<file path="config.mk">
export PLATFORM = sky130hd
export DESIGN_NAME = sdram_window_decoder
export DESIGN_NICKNAME = d
export VERILOG_FILES = /design/src/core/win_pkg.sv /design/src/core/win_match.sv /design/src/core/sdram_window_decoder.sv
export SDC_FILE = /design/constraint.sdc
export NUM_CORES = 1
export LEC_CHECK = 0
export BUFFER_PORTS_ARGS = -buffer_cell sky130_fd_sc_hd__buf_2
export CORE_MARGIN = 2
export CORE_UTILIZATION = 58
export CTS_BUF_LIST = sky130_fd_sc_hd__clkbuf_4 sky130_fd_sc_hd__clkbuf_8
export CTS_CLUSTER_SIZE = 40
export DETAILED_ROUTE_END_ITERATION = 7
export GPL_ROUTABILITY_DRIVEN = 0
export PLACE_DENSITY = 0.95
export SYNTH_ARGS = -nofsm -noshare
export SYNTH_HDL_FRONTEND = slang
export SYNTH_SLANG_ARGS = --single-unit
</file>
<file path="constraint.sdc">
create_clock -name core_clk -period 4.2 [get_ports core_clk]
set_input_delay 0.63 -clock core_clk [delete_from_list [all_inputs] [get_ports core_clk]]
set_output_delay 0.63 -clock core_clk [all_outputs]
set_load 0.02 [all_outputs]
</file>
<file path="src/core/win_pkg.sv">
// Constants and carrier types for the SDRAM window decoder.
// Assumes a host address of 21 bits (2 MByte chip-select space) and a 32-bit data path.
package win_pkg;

  localparam int unsigned ADDR_W = 21;
  localparam int unsigned MEM_AW = 23;
  localparam int unsigned DATA_W = 32;
  // Register space: four 64 kByte regions, 256 kByte in all.
  localparam logic [20:0] REG_SPACE_END = 21'h040000;
  localparam logic [20:0] CS_SPACE_END = 21'h200000;
  // Word-only FIFO locations inside each register region.
  localparam logic [15:0] IN_FIFO_OFS = 16'h0004;
  localparam logic [15:0] OUT_FIFO_OFS = 16'h0008;
  // Reset values of the completion flag and the ready output.
  localparam logic WDONE_RESET = 1'b1;
  localparam logic READY_RESET = 1'b1;

  typedef enum logic [1:0] {
    ST_IDLE = 2'b00,
    ST_READ = 2'b01,
    ST_WRITE = 2'b10,
    ST_HOLD = 2'b11
  } access_state_t;

  typedef struct packed {
    logic [20:0] host_base;
    logic [20:0] length;
    logic [22:0] mem_base;
  } win_cfg_t;

  typedef struct packed {
    logic valid;
    logic write;
    logic [22:0] addr;
    logic [3:0] be;
    logic [31:0] wdata;
  } mem_req_t;

endpackage : win_pkg

</file>
<file path="src/core/win_match.sv">
// One window comparator: hit test and physical address translation.
// Assumes the window configuration is stable while accesses are in progress.
`timescale 1ns/1ps
module win_match (
  input wire logic core_clk,
  input wire logic arst_n,
  input wire logic [20:0] host_addr,
  input wire win_pkg::win_cfg_t cfg,
  output logic hit_r,
  output logic [22:0] phys_r
);

  logic [21:0] offs;
  logic hit_nxt;
  logic [22:0] phys_nxt;

  // Offset from the window base; the extra bit catches addresses below base.
  always_comb begin
    offs = {1'b0, host_addr} - {1'b0, cfg.host_base};
    hit_nxt = !offs[21] && (offs[20:0] < cfg.length);
    phys_nxt = cfg.mem_base + {2'b00, offs[20:0]};
  end

  // Registered so the decode path stays short at 125 MHz.
  always_ff @(posedge core_clk or negedge arst_n) begin
    if (!arst_n) begin
      hit_r <= 1'b0;
      phys_r <= '0;
    end else begin
      hit_r <= hit_nxt;
      phys_r <= phys_nxt;
    end
  end

endmodule : win_match

</file>
<file path="src/core/sdram_window_decoder.sv">
// Host chip-select decoder with direct physical SDRAM window access.
// Assumes the host bus is synchronous to core_clk and holds its strobes until served.
`timescale 1ns/1ps

////////////////////////////////////////////////////////////////////////////////
// Notes on behaviour
// - Two independent SDRAM windows per controller.
// - Windows idle until SDRAM space enabled.
// - Window has host base, length, memory base.
// - Windows live in 1.75 MByte above registers.
// - Unmapped SDRAM space: no read data, writes dropped.
// - Empty reads raise empty flag, bus undriven.
// - Overlapping own windows resolved by fixed priority.
// - Writes accepted wherever own window maps address.
// - Window path uses physical addresses only.
// - Consecutive host addresses map consecutively.
// - Window accesses go through shared arbiter.
// - Reads hold ready low until data arrives.
// - Writes report completion via done flag.
// - Write sizes any; external variant reads words only.
// - FIFO locations take word accesses only.
// - Width pin selects 32- or 16-bit bus.
// - Big-endian lanes; strobes give write size.
// - Reads drive the full bus width.
// - Register region chosen by two mode pins.
// - Register space decode beats window decode.
module sdram_window_decoder #(
  parameter bit EXT_SDRAM = 1'b0
) (
  input wire logic core_clk,
  input wire logic arst_n,
  input wire logic host_chip_select_n,
  input wire logic host_read_strobe_n,
  input wire logic [3:0] byte_lane_write_strobes_n,
  input wire logic [20:0] host_addr,
  input wire logic [31:0] host_wdata,
  input wire logic bus_32bit_mode,
  input wire logic [1:0] region_select,
  input wire logic sdram_space_enable,
  input wire win_pkg::win_cfg_t win0_cfg,
  input wire win_pkg::win_cfg_t win1_cfg,
  input wire logic arb_grant,
  input wire logic arb_rvalid,
  input wire logic [31:0] arb_rdata,
  input wire logic arb_wdone,
  output logic host_ready,
  output logic [31:0] host_rdata,
  output logic host_data_oe,
  output logic read_empty,
  output logic reg_hit,
  output logic fifo_size_error,
  output logic window_write_done_flag,
  output win_pkg::mem_req_t mem_req
);

  ////////////////////////////////////////////////////////////////////////////
  // Access detection.

  logic rd_act;
  logic wr_act;
  logic w0_hit;
  logic w1_hit;
  logic [22:0] w0_phys;
  logic [22:0] w1_phys;
  logic [20:0] lane_addr;

  assign rd_act = !host_chip_select_n && !host_read_strobe_n;
  assign wr_act = !host_chip_select_n && (byte_lane_write_strobes_n != 4'hf);
  // In 16-bit mode the upper write strobes are pulled high, so only lanes 0 and 1 count.
  assign lane_addr = host_addr;

  // One comparator per window, repeated by a generate loop.
  win_pkg::win_cfg_t cfg_arr [2];
  logic [1:0] hit_v;
  logic [22:0] phys_v [2];
  assign cfg_arr[0] = win0_cfg;
  assign cfg_arr[1] = win1_cfg;
  for (genvar gi = 0; gi < 2; gi++) begin : g_win
    win_match u_match (
      .core_clk(core_clk),
      .arst_n(arst_n),
      .host_addr(lane_addr),
      .cfg(cfg_arr[gi]),
      .hit_r(hit_v[gi]),
      .phys_r(phys_v[gi])
    );
  end
  assign w0_hit = hit_v[0];
  assign w1_hit = hit_v[1];
  assign w0_phys = phys_v[0];
  assign w1_phys = phys_v[1];

  ////////////////////////////////////////////////////////////////////////////
  // Address classification; evaluated once the registered comparators settle.

  logic in_reg_space;
  logic own_region;
  logic in_fifo;
  logic win_sel;
  logic win_any;
  logic [22:0] sel_phys;
  logic word_access;
  logic read_size_ok;

  always_comb begin
    in_reg_space = host_addr < win_pkg::REG_SPACE_END;
    own_region = in_reg_space && (host_addr[17:16] == region_select);
    in_fifo = own_region && ((host_addr[15:0] & 16'hfffc) == win_pkg::IN_FIFO_OFS
      || (host_addr[15:0] & 16'hfffc) == win_pkg::OUT_FIFO_OFS);
    // Window space starts above all four register regions.
    win_any = sdram_space_enable && !in_reg_space && (w0_hit || w1_hit);
    win_sel = w1_hit;
    sel_phys = win_sel ? w1_phys : w0_phys;
    // Word access: all four strobes in 32-bit mode; address check for reads.
    word_access = bus_32bit_mode ? (byte_lane_write_strobes_n == 4'h0)
      : (byte_lane_write_strobes_n[1:0] == 2'b00);
    read_size_ok = !EXT_SDRAM || (host_addr[1:0] == 2'b00);
  end

  ////////////////////////////////////////////////////////////////////////////
  // Direct access state machine.

  win_pkg::access_state_t state_r, state_nxt;
  logic ready_r, ready_nxt;
  logic [31:0] rdata_r, rdata_nxt;
  logic oe_r, oe_nxt;
  logic empty_r, empty_nxt;
  logic reg_hit_r, reg_hit_nxt;
  logic ferr_r, ferr_nxt;
  logic wdone_r, wdone_nxt;
  logic settle_r, settle_nxt;
  win_pkg::mem_req_t req_r, req_nxt;

  // The decode takes one cycle to settle before an access is classified.
  always_comb begin
    state_nxt = state_r;
    ready_nxt = ready_r;
    rdata_nxt = rdata_r;
    oe_nxt = oe_r;
    empty_nxt = 1'b0;
    reg_hit_nxt = 1'b0;
    ferr_nxt = 1'b0;
    wdone_nxt = wdone_r;
    settle_nxt = 1'b0;
    req_nxt = req_r;
    if (arb_wdone) begin
      wdone_nxt = 1'b1;
    end
    case (state_r)
      win_pkg::ST_IDLE: begin
        oe_nxt = 1'b0;
        ready_nxt = 1'b1;
        if ((rd_act || wr_act) && !settle_r) begin
          settle_nxt = 1'b1;
          ready_nxt = !rd_act;
        end else if ((rd_act || wr_act) && settle_r) begin
          reg_hit_nxt = own_region;
          ferr_nxt = in_fifo && wr_act && !word_access;
          if (win_any && rd_act && read_size_ok) begin
            req_nxt = '{valid: 1'b1, write: 1'b0, addr: sel_phys, be: 4'hf,
              wdata: 32'h0};
            ready_nxt = 1'b0;
            state_nxt = win_pkg::ST_READ;
          end else if (win_any && wr_act) begin
            req_nxt = '{valid: 1'b1, write: 1'b1, addr: sel_phys,
              be: ~byte_lane_write_strobes_n, wdata: host_wdata};
            wdone_nxt = 1'b0;
            state_nxt = win_pkg::ST_WRITE;
          end else begin
            // Gaps, foreign windows and refused sizes: nothing driven, writes dropped.
            empty_nxt = rd_act && !in_reg_space;
            ready_nxt = 1'b1;
            state_nxt = win_pkg::ST_HOLD;
          end
        end
      end
      win_pkg::ST_READ: begin
        ready_nxt = 1'b0;
        if (arb_grant) begin
          req_nxt.valid = 1'b0;
        end
        if (arb_rvalid) begin
          rdata_nxt = arb_rdata;
          oe_nxt = 1'b1;
          ready_nxt = 1'b1;
          state_nxt = win_pkg::ST_HOLD;
        end
      end
      win_pkg::ST_WRITE: begin
        if (arb_grant) begin
          req_nxt.valid = 1'b0;
          state_nxt = win_pkg::ST_HOLD;
        end
      end
      win_pkg::ST_HOLD: begin
        // Wait for the host to drop its strobes so one access is served once.
        empty_nxt = empty_r && rd_act;
        if (!rd_act && !wr_act) begin
          oe_nxt = 1'b0;
          state_nxt = win_pkg::ST_IDLE;
        end
      end
      default: begin
        state_nxt = win_pkg::ST_IDLE;
      end
    endcase
  end

  // Registers of the access machine; all outputs come from here.
  always_ff @(posedge core_clk or negedge arst_n) begin
    if (!arst_n) begin
      state_r <= win_pkg::ST_IDLE;
      ready_r <= win_pkg::READY_RESET;
      rdata_r <= '0;
      oe_r <= 1'b0;
      empty_r <= 1'b0;
      reg_hit_r <= 1'b0;
      ferr_r <= 1'b0;
      wdone_r <= win_pkg::WDONE_RESET;
      settle_r <= 1'b0;
      req_r <= '0;
    end else begin
      state_r <= state_nxt;
      ready_r <= ready_nxt;
      rdata_r <= rdata_nxt;
      oe_r <= oe_nxt;
      empty_r <= empty_nxt;
      reg_hit_r <= reg_hit_nxt;
      ferr_r <= ferr_nxt;
      wdone_r <= wdone_nxt;
      settle_r <= settle_nxt;
      req_r <= req_nxt;
    end
  end

  assign host_ready = ready_r;
  assign host_rdata = rdata_r;
  assign host_data_oe = oe_r;
  assign read_empty = empty_r;
  assign reg_hit = reg_hit_r;
  assign fifo_size_error = ferr_r;
  assign window_write_done_flag = wdone_r;
  assign mem_req = req_r;

  ////////////////////////////////////////////////////////////////////////////
  // Checks.

  a_empty_undriven: assert property (@(posedge core_clk) disable iff (!arst_n)
    read_empty |-> !host_data_oe) else $error("data driven during empty read");
  a_disabled_silent: assert property (@(posedge core_clk) disable iff (!arst_n)
    (state_r == win_pkg::ST_IDLE && !sdram_space_enable) |=> !mem_req.valid)
    else $error("window access while space disabled");
  a_read_ready_low: assert property (@(posedge core_clk) disable iff (!arst_n)
    (state_r == win_pkg::ST_READ && !arb_rvalid) |=> !host_ready)
    else $error("ready raised before read data");
  a_read_ready_up: assert property (@(posedge core_clk) disable iff (!arst_n)
    (state_r == win_pkg::ST_READ && arb_rvalid) |=> host_ready && host_data_oe
      && host_rdata == $past(arb_rdata)) else $error("read data not returned");
  a_wdone_clear: assert property (@(posedge core_clk) disable iff (!arst_n)
    $rose(mem_req.valid) && mem_req.write && !$past(arb_wdone) |-> !window_write_done_flag)
    else $error("done flag not cleared on write");
  a_wdone_set: assert property (@(posedge core_clk) disable iff (!arst_n)
    arb_wdone |=> window_write_done_flag) else $error("done flag not set");
  a_win_prio: assert property (@(posedge core_clk) disable iff (!arst_n)
    (state_r == win_pkg::ST_IDLE && settle_r && win_any && w1_hit && (rd_act || wr_act))
    |=> mem_req.addr == $past(w1_phys)) else $error("window priority wrong");
  a_reg_first: assert property (@(posedge core_clk) disable iff (!arst_n)
    (state_r == win_pkg::ST_IDLE && settle_r && in_reg_space) |=> !mem_req.valid)
    else $error("window hit over register space");
  a_write_lanes: assert property (@(posedge core_clk) disable iff (!arst_n)
    $rose(mem_req.valid) && mem_req.write |-> mem_req.be == ~$past(byte_lane_write_strobes_n))
    else $error("byte lanes wrong");
  // Partial FIFO writes and empty reads must be flagged, window accesses issued and held until grant, finished accesses must release the bus.
  a_fifo_word: assert property (@(posedge core_clk) disable iff (!arst_n)
    (state_r == win_pkg::ST_IDLE && settle_r && wr_act && in_fifo && !word_access)
    |=> fifo_size_error) else $error("partial FIFO write not flagged");
  a_empty_read: assert property (@(posedge core_clk) disable iff (!arst_n)
    (state_r == win_pkg::ST_IDLE && settle_r && rd_act && !win_any && !in_reg_space)
    |=> read_empty && host_ready && !mem_req.valid) else $error("empty read not refused");
  a_reg_region: assert property (@(posedge core_clk) disable iff (!arst_n)
    (state_r == win_pkg::ST_IDLE && settle_r && (rd_act || wr_act))
    |=> reg_hit == ($past(host_addr) < win_pkg::REG_SPACE_END
      && $past(host_addr[17:16]) == $past(region_select))) else $error("region decode wrong");
  a_req_hold: assert property (@(posedge core_clk) disable iff (!arst_n)
    (mem_req.valid && !arb_grant) |=> mem_req.valid && $stable(mem_req.addr))
    else $error("request dropped before grant");
  a_req_drop: assert property (@(posedge core_clk) disable iff (!arst_n)
    (mem_req.valid && arb_grant) |=> !mem_req.valid)
    else $error("request held after grant");
  a_idle_quiet: assert property (@(posedge core_clk) disable iff (!arst_n)
    (state_r == win_pkg::ST_IDLE) |-> !host_data_oe) else $error("data driven while idle");
  a_read_issue: assert property (@(posedge core_clk) disable iff (!arst_n)
    (state_r == win_pkg::ST_IDLE && settle_r && win_any && rd_act && read_size_ok)
    |=> !host_ready && mem_req.valid && !mem_req.write) else $error("window read not issued");
  a_write_issue: assert property (@(posedge core_clk) disable iff (!arst_n)
    (state_r == win_pkg::ST_IDLE && settle_r && win_any && wr_act) |=> mem_req.valid
      && mem_req.write && mem_req.wdata == $past(host_wdata)) else $error("write not issued");
  a_hold_release: assert property (@(posedge core_clk) disable iff (!arst_n)
    (state_r == win_pkg::ST_HOLD && !rd_act && !wr_act)
    |=> state_r == win_pkg::ST_IDLE && !host_data_oe) else $error("bus not released");

endmodule : sdram_window_decoder

</file>
==> impl_metrics.json <==
{
  "outcome": "completed",
  "r2r-end": "host_rdata[7]",
  "firstDrtPassIters": 5,
  "synthArstFlopShare_pct": 100,
  "finClkSkew_ns": 0.0218,
  "maxSlewViolCount": 0,
  "setup-violations-final": 0,
  "num_rows": 49,
  "num_io_pins": 329,
  "peakVddDrop_mv": 0.207,
  "cts_resized": 0,
  "clk_pin_slew_worst_paths_ns": 0.11,
  "drc_errors": 0,
  "cp_data_arrival_time_ns": 4.31,
  "synth_fp_nets": 1557,
  "swShare_pct": 42.8,
  "crit_path_end_kind": "register",
  "fin_hold_ws_ns": 0.224,
  "grt_overflow": 0,
  "syn_inst": 1190,
  "start_util_pct": 59.7,
  "power_density_nw_per_um2": 497,
  "avgSynthCellArea_sq_um": 9.10,
  "grt_max_degree": 94,
  "fin_nets": 1895,
  "wl_met1_microns": 12000,
  "grt_usage_pct": 32.0,
  "period_share_pct": 93.6,
  "vias": 10500,
  "drive_gt1_share_pct": 28.4,
  "wl_met2_microns": 16800,
  "coreArea_sq_um": 18100,
  "rsz0062_at_grt": "false",
  "drt_iter0_drc": 781,
  "grt_pass1_vias": 10000,
  "critPathMaxFanout": 3,
  "post-cts-setup-buffers": 0,
  "ys_types": 71,
  "worst-r2r-setup-slack_ns": 1.92,
  "leakagePower_nw": 7.07,
  "cp_data_required_time_ns": 4.58,
  "cts_sinks": 150,
  "cts_buffers": 17,
  "synth_ff_type": "dfrtp_1",
  "ys_ff_latch": 150,
  "startpoint_type": "input pin",
  "final_cells": 1776,
  "path_class": "input pin to register",
  "hold_violations": 0,
  "cts_tree": "done",
  "wl_met3_microns": 2520,
  "place_hpwl_microns": 26600,
  "fin_crit_ns": 3.93,
  "cell_internal_pwr_w": 0.00377,
  "drt_wl_total_microns": 32600,
  "r2r_cells": 4,
  "drt-vias-per-instance": 5.90,
  "die_height_microns": 141,
  "yosysSeqAreaShare_pct": 34.7,
  "top_layer": "met4",
  "io_buffers": 328,
  "ctsHoldBuffers": 0,
  "clk_latency_ns": 0.45,
  "ys_warn_count": 0,
  "cp-startpoint": "host_addr[0]",
  "wire_per_inst_microns": 18.4,
  "cts-root-buf": "clkbuf_8",
  "power.switching_w": 0.00282,
  "fillers": 1288,
  "endpoint": "g_win[0].u_match.hit_r",
  "place_inst": 1738,
  "fmax_ghz": 0.254,
  "htree_levels": 4,
  "min_path_type": "input pin to async pin",
  "seqPwrFrac_pct": 34.1,
  "grt_antenna_before_repair": 6,
  "p_comb_share_pct": 49.0,
  "synth_edf_count": 0,
  "die-area_sq_um": 19800,
  "reg2reg_from": "state_r[1]",
  "setup-tns-final_ns": 0,
  "slew_headroom_pct": 12.2,
  "area_delta_synth_final_pct": 22.3,
  "p_clk_share_pct": 16.9,
  "netlist_area_sq_um": 10800,
  "tightest_slew_ns": 1.31,
  "drtAntennaViolNets": 0,
  "die_w_microns": 141,
  "grt_pass1_wl_microns": 50000,
  "drv_cap": 0,
  "cts_buffer_depth": 2
}
[metrics by stage]
step	area (sq um)	util, %	power, W	worst slack [ns]
5_1_grt	13200	73.0	0.00699	0.0585
6_report	13200	73.0	0.00659	0.268
3_5_place_dp	12800	70.6	0.00544	-0.0528
3_3_place_gp	12800	70.6	0.00527	0.0801
2_1_floorplan	10800	-	0.00435	0.270
4_1_cts	13200	72.9	0.00657	0.412
[how the worst min path moves through the flow]
stage                 endpoint  slack (ns)  cells past startpoint        start
2_1_floorplan  fifo_size_error        0.33                      0       arst_n
3_3_place_gp        mem_req[9]        0.46                      2   mem_req[9]
3_5_place_dp       mem_req[41]        0.47                      2  mem_req[41]
4_1_cts             mem_req[9]        0.25                      1       arst_n
5_1_grt             mem_req[9]        0.29                      1       arst_n
6_report           mem_req[15]        0.22                      1       arst_n
[routing by layer]
metal  GRT usage (%)  up-vias
li1                -     4896
met1            36.3     4896
met2            60.1      585
met3            4.45       99
met4            13.6        0
met5               0        -
[logic make-up (layout without fill, tap and decap cells)]
group / count (synthesis) / count (layout) / share of synthesized area (%)
compound gates: 337 / 337 / 20.2
xor+xnor: 72 / 72 / 5.82
fa+ha+maj: 137 / 137 / 16.1
buf+inv: 139 / 490 / 4.86
flops: 150 / 150 / 34.7
mux: 55 / 55 / 5.45
other cells: 0 / 6 / 0
simple gates: 300 / 300 / 12.9
[worst max-delay path: stages]
cell      delay [ns]
buf_2           0.07
inv_1           0.05
ha_1            0.23
fa_1            0.42
nor2b_1         0.20
o31a_1          0.19
o221ai_1        0.24
nor4_2          0.38
a211oi_1        0.13
xnor2_1         0.25
ha_1            0.31
a21o_1          0.20
a21o_1          0.18
a21oi_1         0.17
o21ai_0         0.13
a221oi_1        0.34
buf_4           0.19
[synth_stat cells, types with 5 or more instances]
cell | instances | share of area [%]
clkbuf_1 | 28 | 0.97
a21oi_1 | 69 | 3.2
nand4_1 | 17 | 0.98
o21ai_0 | 75 | 3.5
mux2_2 | 32 | 3.3
nor3_1 | 15 | 0.69
nand2_1 | 134 | 4.6
a31oi_1 | 15 | 0.87
inv_1 | 105 | 3.6
or3_1 | 5 | 0.29
nor2_1 | 54 | 1.9
a21o_1 | 47 | 3.3
o21a_1 | 15 | 1.0
xnor2_1 | 45 | 3.6
ha_1 | 133 | 15
xor2_1 | 27 | 2.2
mux2i_1 | 23 | 2.1
dfrtp_1 | 148 | 34
o22ai_1 | 5 | 0.29
o21ai_1 | 37 | 1.7
o21bai_1 | 10 | 0.69
nand3_1 | 18 | 0.83
o31a_1 | 6 | 0.49
nand2b_1 | 12 | 0.69
nor2b_1 | 15 | 0.87
a211oi_1 | 8 | 0.55
a211o_1 | 5 | 0.40
[sequential cells by signal (all words and copies together), names as in the netlist]
name and flops:
settle_r 1, window_write_done_flag 1, reg_hit 1, state_r 2, host_rdata 32, host_data_oe 1
read_empty 1, fifo_size_error 1, mem_req 61, g_win.u_match.phys_r 46, g_win.u_match.hit_r 2, host_ready 1
[layout by cell type (no fill, tap or decap), types with 32 or more instances in the layout]
cell     count
ha_1       133
o21ai_1     37
mux2_2      32
xnor2_1     45
o21ai_0     75
nand2_1    134
inv_1      105
a21o_1      47
dfrtp_1    148
nor2_1      54
buf_2      327
a21oi_1     69
[final cells by class]
| cell class | instances | area, sq um | share of cell area [%] |
|---|---|---|---|
| Antenna cell | 6 | 15.0 | 0.113 |
| Clock buffer | 17 | 234 | 1.77 |
| Clock inverter | 15 | 171 | 1.29 |
| Inverter | 105 | 394 | 2.98 |
| Multi-Input combinational cell | 901 | 6550 | 49.5 |
| Sequential cell | 150 | 3760 | 28.4 |
| Tap cell | 229 | 287 | 2.16 |
| Timing Repair Buffer | 353 | 1840 | 13.9 |
[power groups by stage]
stage	clock (W)	sequential, W	combinational, W
after floorplan	0	0.00262	0.00173
after global placement	0	0.00222	0.00305
after detailed placement	0	0.00227	0.00317
after CTS	0.00113	0.00224	0.00320
after global routing	0.00119	0.00229	0.00350
final	0.00111	0.00224	0.00323
Power figures use the tool's default switching activity.
